$ cat src/pkg/hfc_pkg.sv
package hfc_pkg;

  // Register map, system register space
  localparam logic [7:0] HFC_OSC_CTRL_ADDR  = 8'hb2;
  localparam logic [7:0] HFC_OSC_CTRL_RESET = 8'hc0;
  localparam logic [7:0] HFC_OSC_CTRL_WMASK = 8'ha3;
  localparam int         HFC_OSC_EN_BIT     = 7;
  localparam int         HFC_READY_BIT      = 6;
  localparam int         HFC_SUSPEND_BIT    = 5;
  localparam int         HFC_DIV_LSB        = 0;
  localparam int         HFC_DIV_W          = 2;

  // Register map, USB register space
  localparam logic [7:0] HFC_REC_CTRL_ADDR  = 8'h0f;
  localparam logic [7:0] HFC_REC_CTRL_RESET = 8'h0f;
  localparam int         HFC_REC_EN_BIT     = 7;
  localparam int         HFC_REC_SS_BIT     = 6;
  localparam int         HFC_REC_LOW_BIT    = 5;

  // Post-divider
  localparam int         HFC_PREDIV         = 4;
  localparam int         HFC_DIV_MAX        = 8;

  // USB clock source codes on the clock source select field
  localparam logic [1:0] HFC_USB_SRC_OSC      = 2'h0;
  localparam logic [1:0] HFC_USB_SRC_OSC_DIV8 = 2'h1;
  localparam logic [1:0] HFC_USB_SRC_EXT      = 2'h2;
  localparam logic [1:0] HFC_USB_SRC_EXT_DIV  = 2'h3;

  // Timing at the 10 MHz register clock
  localparam int         HFC_CLK_PERIOD_NS  = 100;
  localparam int         HFC_SETTLE_NS      = 2000;
  localparam int         HFC_SETTLE_CYC     = (HFC_SETTLE_NS + HFC_CLK_PERIOD_NS - 1) / HFC_CLK_PERIOD_NS;
  localparam int         HFC_FRAME_US       = 1000;
  localparam int         HFC_FRAME_CYC      = HFC_FRAME_US * 1000 / HFC_CLK_PERIOD_NS;

  // Recovery trim
  localparam logic [7:0] HFC_TRIM_RESET     = 8'h80;
  localparam int         HFC_BAND_FS        = 2;
  localparam int         HFC_BAND_LS        = 8;
  localparam int         HFC_STEP_SHIFT     = 3;

  typedef enum logic [1:0] {
    HFC_DIV8 = 2'h0,
    HFC_DIV4 = 2'h1,
    HFC_DIV2 = 2'h2,
    HFC_DIV1 = 2'h3
  } hfc_div_t;

  // One register access on either register space
  typedef struct packed {
    logic [7:0] addr;
    logic [7:0] wdata;
    logic       wr;
    logic       rd;
  } hfc_reg_req_t;

  // Recovery settings handed to the trim engine
  typedef struct packed {
    logic enable;
    logic single_step;
    logic low_speed;
  } hfc_rec_cfg_t;

endpackage

$ cat src/core/hfc_clk_recovery.sv
`timescale 1ns/10ps
`default_nettype none

module hfc_clk_recovery
  import hfc_pkg::*;
#(
  parameter int FRAME_CYC = HFC_FRAME_CYC
) (
  input  wire logic         clock,
  input  wire logic         rst,
  input  wire hfc_rec_cfg_t cfg,
  input  wire logic         osc_running,
  input  wire logic         usb_sof,
  output logic [7:0]        trim,
  output logic              locked
);

  localparam int CW = $clog2(FRAME_CYC * 2 + 1) + 1;

  logic [CW-1:0] count;
  logic [CW-1:0] next_count;
  logic          seen;
  logic          next_seen;
  logic [7:0]    next_trim;
  logic          next_locked;
  logic [CW:0]   err;
  logic [CW:0]   mag;
  logic [CW:0]   band;
  logic [CW:0]   step;

  // Frame measurement and trim update on each frame marker
  always_comb begin
    next_count  = count;
    next_seen   = seen;
    next_trim   = trim;
    next_locked = locked;
    err  = {1'b0, count} - (CW + 1)'(FRAME_CYC);
    mag  = err[CW] ? -err : err;
    band = cfg.low_speed ? (CW + 1)'(HFC_BAND_LS) : (CW + 1)'(HFC_BAND_FS);
    step = cfg.single_step ? (CW + 1)'(1) : (mag >> HFC_STEP_SHIFT);
    if (step == '0) begin
      step = (CW + 1)'(1);
    end
    if (step > (CW + 1)'(16)) begin
      step = (CW + 1)'(16);
    end
    if (!cfg.enable || !osc_running) begin
      // Lose the frame phase; first marker after enable only restarts
      next_count  = '0;
      next_seen   = 1'b0;
      next_locked = 1'b0;
    end else if (usb_sof) begin
      // Marker cycle is the first of the new frame, so count equals frame length
      next_count = CW'(1);
      next_seen  = 1'b1;
      if (seen) begin
        if (mag <= band) begin
          next_locked = 1'b1;
        end else begin
          next_locked = 1'b0;
          if (!err[CW]) begin
            // Too many ticks per frame: oscillator fast
            next_trim = (trim < step[7:0]) ? 8'h00 : trim - step[7:0];
          end else begin
            next_trim = (8'hff - trim < step[7:0]) ? 8'hff : trim + step[7:0];
          end
        end
      end
    end else if (count != {CW{1'b1}}) begin
      next_count = count + CW'(1);
    end
  end

  always_ff @(posedge clock or posedge rst) begin
    if (rst) begin
      count  <= '0;
      seen   <= 1'b0;
      trim   <= HFC_TRIM_RESET;
      locked <= 1'b0;
    end else begin
      count  <= next_count;
      seen   <= next_seen;
      trim   <= next_trim;
      locked <= next_locked;
    end
  end

endmodule

`default_nettype wire

$ cat src/core/hfc_osc_ctrl.sv
// Notes on behaviour
// - Oscillator runs while enable bit 7 is set; it resets to 1.
// - Bit 6 is read-only, high only while oscillator runs at programmed frequency.
// - Writing 1 to suspend bit 5 halts oscillator and enters suspend.
// - In suspend, any wake-up event restarts the oscillator.
// - Oscillator output passes a fixed divide-by-4, then the bits 1:0 divider.
// - Divider codes 00,01,10,11 give divide by 8,4,2,1.
// - Bits 4:2 read zero; writes to them are ignored.
// - USB function runs full or low speed per transceiver speed bit.
// - USB clock comes from clock source select, independent of the divider.
// - With recovery active, oscillator trim follows incoming USB frame timing.
// - Recovery control bit 7 at USB address 0x0f enables recovery.
// - Recovery control bit 6 forces single-step calibration.
// - Recovery control bit 5 selects low-speed recovery.
`timescale 1ns/10ps
`default_nettype none

module hfc_osc_ctrl
  import hfc_pkg::*;
#(
  parameter int NUM_WAKE   = 4,
  parameter int SETTLE_CYC = HFC_SETTLE_CYC,
  parameter int FRAME_CYC  = HFC_FRAME_CYC
) (
  input  wire logic                clock,
  input  wire logic                rst,
  input  wire hfc_reg_req_t        sfr,
  output logic [7:0]               sfr_rdata,
  output logic                     sfr_hit,
  input  wire hfc_reg_req_t        usb_reg,
  output logic [7:0]               usb_rdata,
  output logic                     usb_hit,
  input  wire logic [NUM_WAKE-1:0] wake_pins,
  input  wire logic                usb_sof,
  input  wire logic                usb_speed_full,
  input  wire logic [1:0]          clock_source_select,
  output logic                     osc_run,
  output logic [7:0]               osc_trim,
  output logic                     hf_osc_freq_ready,
  output logic                     suspended,
  output logic                     system_clock_tick,
  output logic [5:0]               system_clock_div,
  output logic [1:0]               usb_clk_src,
  output logic                     usb_clk_valid,
  output logic                     usb_full_speed,
  output logic                     recovery_active,
  output logic                     recovery_locked
);

  typedef enum logic [3:0] {
    ST_OFF   = 4'b0001,
    ST_START = 4'b0010,
    ST_RUN   = 4'b0100,
    ST_SUSP  = 4'b1000
  } hfc_state_t;

  localparam int SW = $clog2(SETTLE_CYC + 1);

  hfc_state_t         state;
  hfc_state_t         next_state;
  logic [SW-1:0]      settle;
  logic [SW-1:0]      next_settle;
  logic               hf_osc_enable;
  logic               next_hf_osc_enable;
  hfc_div_t           hf_osc_divider_sel;
  hfc_div_t           next_hf_osc_divider_sel;
  logic [7:0]         recovery_control;
  logic [7:0]         next_recovery_control;
  logic [NUM_WAKE-1:0] wake_meta;
  logic [NUM_WAKE-1:0] wake_sync;
  logic               wake_any;
  logic               osc_wr;
  logic               rec_wr;
  logic               suspend_req;
  logic [7:0]         osc_view;
  logic [7:0]         next_sfr_rdata;
  logic               next_sfr_hit;
  logic [7:0]         next_usb_rdata;
  logic               next_usb_hit;
  logic [5:0]         div_cnt;
  logic [5:0]         next_div_cnt;
  logic [5:0]         next_system_clock_div;
  logic               next_system_clock_tick;
  logic [1:0]         next_usb_clk_src;
  logic               next_usb_clk_valid;
  logic               next_usb_full_speed;
  logic               usb_from_osc;
  hfc_rec_cfg_t       rec_cfg;

  // Wake pins come from outside the clock domain: two flops before use
  always_ff @(posedge clock or posedge rst) begin
    if (rst) begin
      wake_meta <= '0;
      wake_sync <= '0;
    end else begin
      wake_meta <= wake_pins;
      wake_sync <= wake_meta;
    end
  end

  assign wake_any    = |wake_sync;
  assign osc_wr      = sfr.wr && (sfr.addr == HFC_OSC_CTRL_ADDR);
  assign rec_wr      = usb_reg.wr && (usb_reg.addr == HFC_REC_CTRL_ADDR);
  assign suspend_req = osc_wr && sfr.wdata[HFC_SUSPEND_BIT];

  // Register view; ready and suspend show live state, 4:2 read as zero
  always_comb begin
    osc_view                  = 8'h00;
    osc_view[HFC_OSC_EN_BIT]  = hf_osc_enable;
    osc_view[HFC_READY_BIT]   = (state == ST_RUN);
    osc_view[HFC_SUSPEND_BIT] = (state == ST_SUSP);
    osc_view[HFC_DIV_LSB +: HFC_DIV_W] = hf_osc_divider_sel;
  end

  // Control register writes
  always_comb begin
    next_hf_osc_enable      = hf_osc_enable;
    next_hf_osc_divider_sel = hf_osc_divider_sel;
    next_recovery_control   = recovery_control;
    if (osc_wr) begin
      // Ready, suspend and the unused bits are not stored
      next_hf_osc_enable      = sfr.wdata[HFC_OSC_EN_BIT];
      next_hf_osc_divider_sel = hfc_div_t'(sfr.wdata[HFC_DIV_LSB +: HFC_DIV_W]);
    end
    if (rec_wr) begin
      // Low five bits kept as written so software sees its own value
      next_recovery_control = usb_reg.wdata;
    end
  end

  always_ff @(posedge clock or posedge rst) begin
    if (rst) begin
      hf_osc_enable      <= HFC_OSC_CTRL_RESET[HFC_OSC_EN_BIT];
      hf_osc_divider_sel <= hfc_div_t'(HFC_OSC_CTRL_RESET[HFC_DIV_LSB +: HFC_DIV_W]);
      recovery_control   <= HFC_REC_CTRL_RESET;
    end else begin
      hf_osc_enable      <= next_hf_osc_enable;
      hf_osc_divider_sel <= next_hf_osc_divider_sel;
      recovery_control   <= next_recovery_control;
    end
  end

  // Oscillator state; reset leaves it running and ready
  always_comb begin
    next_state  = state;
    next_settle = settle;
    unique case (state)
      ST_OFF: begin
        if (next_hf_osc_enable) begin
          next_state  = ST_START;
          next_settle = '0;
        end
      end
      ST_START: begin
        if (!next_hf_osc_enable) begin
          next_state = ST_OFF;
        end else if (suspend_req) begin
          next_state = ST_SUSP;
        end else if (settle == SW'(SETTLE_CYC - 1)) begin
          next_state = ST_RUN;
        end else begin
          next_settle = settle + SW'(1);
        end
      end
      ST_RUN: begin
        if (!next_hf_osc_enable) begin
          next_state = ST_OFF;
        end else if (suspend_req) begin
          next_state = ST_SUSP;
        end
      end
      ST_SUSP: begin
        if (!next_hf_osc_enable) begin
          next_state = ST_OFF;
        end else if (wake_any) begin
          // Restart goes through settling, so ready lags the wake
          next_state  = ST_START;
          next_settle = '0;
        end
      end
    endcase
  end

  always_ff @(posedge clock or posedge rst) begin
    if (rst) begin
      state  <= ST_RUN;
      settle <= '0;
    end else begin
      state  <= next_state;
      settle <= next_settle;
    end
  end

  assign osc_run           = (state == ST_START) || (state == ST_RUN);
  assign hf_osc_freq_ready = (state == ST_RUN);
  assign suspended         = (state == ST_SUSP);

  // System clock post-divider model: one tick per divided period
  always_comb begin
    next_system_clock_div  = 6'(HFC_PREDIV * (HFC_DIV_MAX >> hf_osc_divider_sel));
    next_div_cnt           = div_cnt;
    next_system_clock_tick = 1'b0;
    if (!osc_run) begin
      // No oscillator edges, so no ticks
      next_div_cnt = '0;
    end else if (div_cnt >= system_clock_div - 6'(1)) begin
      next_div_cnt           = '0;
      next_system_clock_tick = 1'b1;
    end else begin
      next_div_cnt = div_cnt + 6'(1);
    end
  end

  always_ff @(posedge clock or posedge rst) begin
    if (rst) begin
      div_cnt           <= '0;
      system_clock_div  <= 6'(HFC_PREDIV * HFC_DIV_MAX);
      system_clock_tick <= 1'b0;
    end else begin
      div_cnt           <= next_div_cnt;
      system_clock_div  <= next_system_clock_div;
      system_clock_tick <= next_system_clock_tick;
    end
  end

  // USB clock routing, apart from the system divider
  assign usb_from_osc = (clock_source_select == HFC_USB_SRC_OSC) ||
                        (clock_source_select == HFC_USB_SRC_OSC_DIV8);

  always_comb begin
    next_usb_clk_src    = clock_source_select;
    next_usb_full_speed = usb_speed_full;
    // An oscillator-sourced USB clock is only good while it runs
    next_usb_clk_valid  = usb_from_osc ? osc_run : 1'b1;
  end

  always_ff @(posedge clock or posedge rst) begin
    if (rst) begin
      usb_clk_src    <= HFC_USB_SRC_OSC;
      usb_clk_valid  <= 1'b1;
      usb_full_speed <= 1'b0;
    end else begin
      usb_clk_src    <= next_usb_clk_src;
      usb_clk_valid  <= next_usb_clk_valid;
      usb_full_speed <= next_usb_full_speed;
    end
  end

  // Recovery trims only an oscillator that feeds the USB clock
  always_comb begin
    rec_cfg.enable      = recovery_control[HFC_REC_EN_BIT] && usb_from_osc;
    rec_cfg.single_step = recovery_control[HFC_REC_SS_BIT];
    rec_cfg.low_speed   = recovery_control[HFC_REC_LOW_BIT];
  end

  assign recovery_active = rec_cfg.enable && osc_run;

  hfc_clk_recovery #(
    .FRAME_CYC (FRAME_CYC)
  ) u_recovery (
    .clock       (clock),
    .rst         (rst),
    .cfg         (rec_cfg),
    .osc_running (osc_run),
    .usb_sof     (usb_sof),
    .trim        (osc_trim),
    .locked      (recovery_locked)
  );

  // Read data registered; unmapped addresses read zero with no hit
  always_comb begin
    next_sfr_rdata = sfr_rdata;
    next_sfr_hit   = 1'b0;
    next_usb_rdata = usb_rdata;
    next_usb_hit   = 1'b0;
    if (sfr.rd) begin
      next_sfr_hit   = (sfr.addr == HFC_OSC_CTRL_ADDR);
      next_sfr_rdata = next_sfr_hit ? osc_view : 8'h00;
    end
    if (usb_reg.rd) begin
      next_usb_hit   = (usb_reg.addr == HFC_REC_CTRL_ADDR);
      next_usb_rdata = next_usb_hit ? recovery_control : 8'h00;
    end
  end

  always_ff @(posedge clock or posedge rst) begin
    if (rst) begin
      sfr_rdata <= 8'h00;
      sfr_hit   <= 1'b0;
      usb_rdata <= 8'h00;
      usb_hit   <= 1'b0;
    end else begin
      sfr_rdata <= next_sfr_rdata;
      sfr_hit   <= next_sfr_hit;
      usb_rdata <= next_usb_rdata;
      usb_hit   <= next_usb_hit;
    end
  end

endmodule

`default_nettype wire

$ cat config.mk
export PLATFORM = sky130hd
export DESIGN_NAME = hfc_osc_ctrl
export DESIGN_NICKNAME = d
export VERILOG_FILES = /design/src/pkg/hfc_pkg.sv /design/src/core/hfc_clk_recovery.sv /design/src/core/hfc_osc_ctrl.sv
export SDC_FILE = /design/constraint.sdc
export NUM_CORES = 1
export LEC_CHECK = 0
export BUFFER_PORTS_ARGS = -buffer_cell sky130_fd_sc_hd__buf_2
export CAP_MARGIN = 10
export CORE_UTILIZATION = 35
export DETAILED_ROUTE_END_ITERATION = 6
export PLACE_DENSITY_LB_ADDON = 0.2
export RECOVER_POWER = 25
export SYNTH_ARGS = -nofsm -noshare
export SYNTH_HDL_FRONTEND = slang
export SYNTH_SLANG_ARGS = --single-unit
$ cat constraint.sdc
create_clock -name clock -period 9.8 [get_ports clock]
set_input_delay 0.49 -clock clock [delete_from_list [all_inputs] [get_ports clock]]
set_output_delay 0.49 -clock clock [all_outputs]
set_load 0.03 [all_outputs]
== Word level (Yosys, flattened, before mapping) ==
Cells that the tools add are included.

* Add/sub/neg operators: 9
* Shift operators: 1
* Mux-type cells: 43
* Bitwise logic cells: 2
* $lt $le $gt $ge: 5
* Equality and inequality tests: 18
* Reductions and logical operators: 21

{| class="wikitable"
|+ Operators with widths
! kind !! number
|-
| 16-bit 2-to-1 mux || 3
|-
| 8-bit 2-to-1 mux || 6
|-
| 4-bit 2-to-1 mux || 9
|-
| 5-bit 2-to-1 mux || 6
|-
| 14-bit 2-to-1 mux || 2
|-
| 17-bit <= comparator || 1
|-
| 17-bit zero test || 1
|-
| 17-bit 2-to-1 mux || 1
|-
| 17-bit negator || 1
|-
| 16-bit by 14-bit subtractor with 17-bit output (second input constant) || 1
|-
| 16-bit by 1-bit adder with 16-bit output (second input constant) || 1
|-
| 8-bit < comparator || 2
|-
| 16-bit != test (second input constant) || 1
|-
| 4-bit case mux with 4 select lines || 1
|-
| 5-bit case mux with 3 select lines || 1
|-
| 14-bit by 5-bit greater-than comparator with 1-bit output (second input constant) || 1
|-
| 1-bit 2-to-1 mux || 12
|-
| 6-bit 2-to-1 mux || 2
|-
| 8-bit adder || 1
|-
| 8-bit by 4-bit equality test with 1-bit output (second input constant) || 1
|-
| 8-bit equality test (second input constant) || 1
|-
| 2-bit != test (second input constant) || 4
|-
| 4-bit AND reduction || 2
|-
| 8-bit subtractor || 1
|-
| other kinds (25) || 37
|}

* Word-level logic and storage cells: 120
* Bits of input ports: 46
* Output and inout port bits: 42
* Bits in registers: 87

== Longest topological paths before layout ==
* Depth after elaboration: 11
* Depth in mapped cells: 23
* Depth with buffers taken out: 21

== Modules after synthesis ==
From an unflattened synthesis, not the netlist that was laid out.

* Cells, all modules: 636
* Area, all modules: 5798.1 um2

{| class="wikitable"
|+ By module, submodules not included
! module !! area each (um2) !! instances !! seq. area each (um2) !! cells each
|-
| hfc_clk_recovery || 3281.9 || 1 || 651.9 || 426
|-
| hfc_osc_ctrl || 2516.2 || 1 || 1461.4 || 210
|}

== Worst setup path before layout ==
Ideal clock, no wire load.

* Path type: input-to-reg
* From: input sfr[10] in the netlist's numbering
* To: register settle[3]
* Required time: 9677 ps
* Data arrival time: 2342 ps
* Stages on the path: 8
* Path slack: 7335 ps
* Cell sequence: nor4b_1 -> nand4_1 -> a21boi_0 -> or4_1 -> a21oi_1 -> nand4_1 -> xor2_1 -> nor2_1

* Cells in the longest elaborated chain, start to end: 5
* Elaborated cells between the ends (all ways): 9
* Those cells by class: 5 x eq/ne; 1 x mux; 3 x reduce/logical

{| class="wikitable"
|+ RTL lines
! item !! line !! text
|-
| start, declared || hfc_osc_ctrl.sv:27 || <nowiki>input wire hfc_reg_req_t sfr,</nowiki>
|-
| 8-bit equality test * || hfc_osc_ctrl.sv:102 || <nowiki>assign osc_wr = sfr.wr && (sfr.addr == HFC_OSC_CTRL_ADDR);</nowiki>
|-
| 1-bit logical AND * || hfc_osc_ctrl.sv:102 ||
|-
| 1-bit 2-to-1 mux / 1-bit logical AND (equally long branches) || hfc_osc_ctrl.sv:120, hfc_osc_ctrl.sv:104 ||
|-
| 2-bit != test (no source line) / 2-bit by 1-bit != test with 1-bit output (equally long branches) || n/a ||
|-
| 7-bit AND reduction (no source line) * || n/a ||
|-
| end signal, assigned || hfc_osc_ctrl.sv:190 || <nowiki>settle <= next_settle;</nowiki>
|-
| end, declared || hfc_osc_ctrl.sv:61 || <nowiki>logic [SW-1:0] settle;</nowiki>
|}

Mark *: on every way between the ends. The rest lies on a longest branch, timed or not.
A chain may end at the register's enable or synchronous reset.

==> results.json <==
{
  "status": "finished with violations",
  "violations": "capacitance limit, slew limit",
  "cts_setup_buffers": 0,
  "setup_ws_ns": 3.36,
  "hold_viol": 0,
  "drv_cap": 1,
  "grt_max_degree": 69,
  "nFillCells": 1487,
  "cts_tree": "yes",
  "r2r_setup_slack_ns": 3.36,
  "first_pass_iters": 5,
  "syn_inst": 613,
  "antenna_found_initial": 0,
  "power.internal_mw": 0.611,
  "yosysWarnings": 0,
  "routed_wl_um": 12500,
  "p_total_mw": 0.848,
  "p_clk_frac": 0.415,
  "min_period_over_period": 0.657,
  "post-place-ws_ns": 3.37,
  "dp_hpwl_um": 9190,
  "synth_top_cells_by_count": "dfrtp_1 (75), nor2_1 (68), inv_1 (42)",
  "reg2reg_depth": 19,
  "path_class": "flip-flop to flip-flop",
  "place_area_um2": 6060,
  "ys_seq_elements": 84,
  "rsz0062_at_grt": "false",
  "cp_slowest_stage_delay_ns": 0.76,
  "hold_ws_ns": 0.205,
  "numPortBuffers": 78,
  "p_sw_mw": 0.237,
  "syn2layout_area_growth_pct": 15.3,
  "grt_usage": 0.162,
  "ctsHtreeMaxLevel": 3,
  "drive_above_1_share": 0.185,
  "fmax_mhz": 155,
  "setup_viol": 0,
  "crit_path_cell_trace": "inv_1, ha_1, nor3b_4, o211a_1, o21ai_0, xnor2_1, and3_1, a21boi_0, or3b_1, nand2b_1, ha_1, o21bai_1, a21oi_1, o21bai_1, a2111oi_0, o21ai_0, o21ai_0, a21oi_1, mux2_2",
  "reg2reg_from": "u_recovery.count[4]$_DFFE_PP0P_",
  "powerDensity_nw_per_um2": 134,
  "synthArstFlopShare": 1.00,
  "r2r-end": "u_recovery.trim[2]$_DFFE_PP0P_",
  "cts.sinks": 84,
  "synth_flop_cell": "dfrtp_1",
  "slowest_stage": "a2111oi_0",
  "drt-wirelength-per-cell_um": 13.9,
  "synth_edf_count": 0,
  "ir_drop_mv": 0.0914,
  "critical_path_required_ns": 10.04,
  "hp-class": "input port to async pin",
  "ys_seq_area_frac": 0.384,
  "period_minus_slack_ns": 6.44,
  "final_nets": 766,
  "grt_pass1_wl_um": 20900,
  "p_sw_frac": 0.280,
  "worstSetupEndpointType": "flip-flop",
  "path_depth": 19,
  "initial_core_util": 0.361,
  "critPathBufInv": 1,
  "vias": 4614,
  "routed_via_density": 5.14,
  "first_iter_violations": 194,
  "crit_path_start_kind": "flip-flop",
  "dp_cells": 882,
  "die_area_um2": 16200,
  "ios": 88,
  "yosysMostFrequentCell": "dfrtp_1",
  "insertion_delay_ns": 0.35,
  "pwr-share-comb": 0.128,
  "syn_area_per_cell_um2": 8.99,
  "final_area_um2": 6350,
  "synthesis.area_um2": 5510,
  "max_slew.worst_pin.slew_ns": 3.69,
  "final_antenna_net_count": 0,
  "die_w_um": 127,
  "drv_slew": 69,
  "numCtsBuffers": 9,
  "cts.repair.resized": 0,
  "seqPwrFrac": 0.457,
  "grt_pass1_vias": 4401,
  "synth_top_area_frac": 0.341,
  "max_slew_margin": -1.46,
  "cts_hold_buf": 0,
  "cts_buffer_depth": 2,
  "die_height_um": 127,
  "synth_top_area_cell": "dfrtp_1",
  "globalplace.congestion": 0.873,
  "cp_max_fo": 18,
  "core_um2": 15300,
  "synth.top_cells.by_area": "dfrtp_1 (34%), ha_1 (8.2%), nor2_1 (4.6%), dfstp_2 (4.3%), xnor2_1 (3.7%)",
  "crit_family": "compound AO/OA/AOI/OAI gates",
  "final_core_util": 0.416,
  "layout.cells.non_filler": 898,
  "clk_pin_slew_ns": 0.07,
  "p_leak_nw": 2.83,
  "cp.arrival_ns": 6.68,
  "rows": 45,
  "drc_errors": 0,
  "cp_common_cell": "o21ai_0",
  "cts_root_buf": "clkbuf_16",
  "tns_ns": 0,
  "skew_ns": 0.00864,
  "gr-total-overflow": 0,
  "num_antenna_cells": 0,
  "synth.distinct_cells": 69
}
state kept, by name, indices dropped and copies added (netlist names), 2 cells and up:
name	cells
usb_clk_src	2
sfr_rdata	5
settle	5
usb_rdata	8
wake_meta	4
div_cnt	6
state	4
hf_osc_divider_sel	2
u_recovery.trim	8
system_clock_div	4
recovery_control	8
u_recovery.count	16
wake_sync	4
worst max-delay path by stage:
stage | endpoint | startpoint | slack (ns)
after detailed placement | u_recovery.trim[2]$_DFFE_PP0P_ | u_recovery.count[4]$_DFFE_PP0P_ | 3.37
after floorplan | u_recovery.trim[2]$_DFFE_PP0P_ | u_recovery.count[4]$_DFFE_PP0P_ | 4.59
after global placement | u_recovery.trim[2]$_DFFE_PP0P_ | u_recovery.count[4]$_DFFE_PP0P_ | 3.56
after CTS | u_recovery.trim[2]$_DFFE_PP0P_ | u_recovery.count[4]$_DFFE_PP0P_ | 3.38
final | u_recovery.trim[2]$_DFFE_PP0P_ | u_recovery.count[4]$_DFFE_PP0P_ | 3.36
after global routing | u_recovery.trim[2]$_DFFE_PP0P_ | u_recovery.count[4]$_DFFE_PP0P_ | 2.60
cell usage in the layout (no fill, tap or decap), types with 10 or more instances in the layout:
cell type,count
nor3_1,13
xor2_1,14
nand4_1,13
ha_1,36
nor2_1,68
inv_1,41
conb_1,13
dfrtp_1,75
nand2_1,41
nor2b_1,11
clkbuf_1,10
mux2_2,14
a21oi_1,35
xnor2_1,23
buf_2,69
o21ai_0,37
nand3_1,22
final cells by class:
type                    count  area (um^2)  area share
repair buffers             80          390      0.0614
inverters                  42          159      0.0250
multi-input cells         465         3120       0.491
well taps                 211          264      0.0415
clock inverters             7         80.1      0.0126
clock buffers               9          225      0.0354
flip-flops and latches     84         2110       0.333
cells by family (layout without fill, tap and decap cells):
group,Yosys count,after routing,share of synthesized area
and+or+nand+nor,219,219,0.205
AOI/OAI and AO/OA,135,135,0.160
DFF,84,84,0.384
buffers and inverters,75,138,0.0572
adders and majority gates,38,38,0.0890
xor gates and xnor gates,37,37,0.0588
muxes,23,23,0.0450
other,2,13,0.00136
metal layers:
metal	GRT usage	vias up	wire length [um]
met1	0.203	2197	5820
met3	0.0289	22	481
met4	0.0805	0	280
met5	0	-	0
li1	-	2271	-
met2	0.267	124	5900
power by group through the flow:
stage / clock (mW) / combinational (mW) / sequential, mW
finish: 0.352 / 0.109 / 0.388
global route: 0.378 / 0.125 / 0.391
CTS: 0.365 / 0.110 / 0.387
detailed placement: 0 / 0.110 / 0.394
global placement: 0 / 0.107 / 0.392
floorplan: 0 / 0.0830 / 0.390
(Power assumes the default switching activity.)
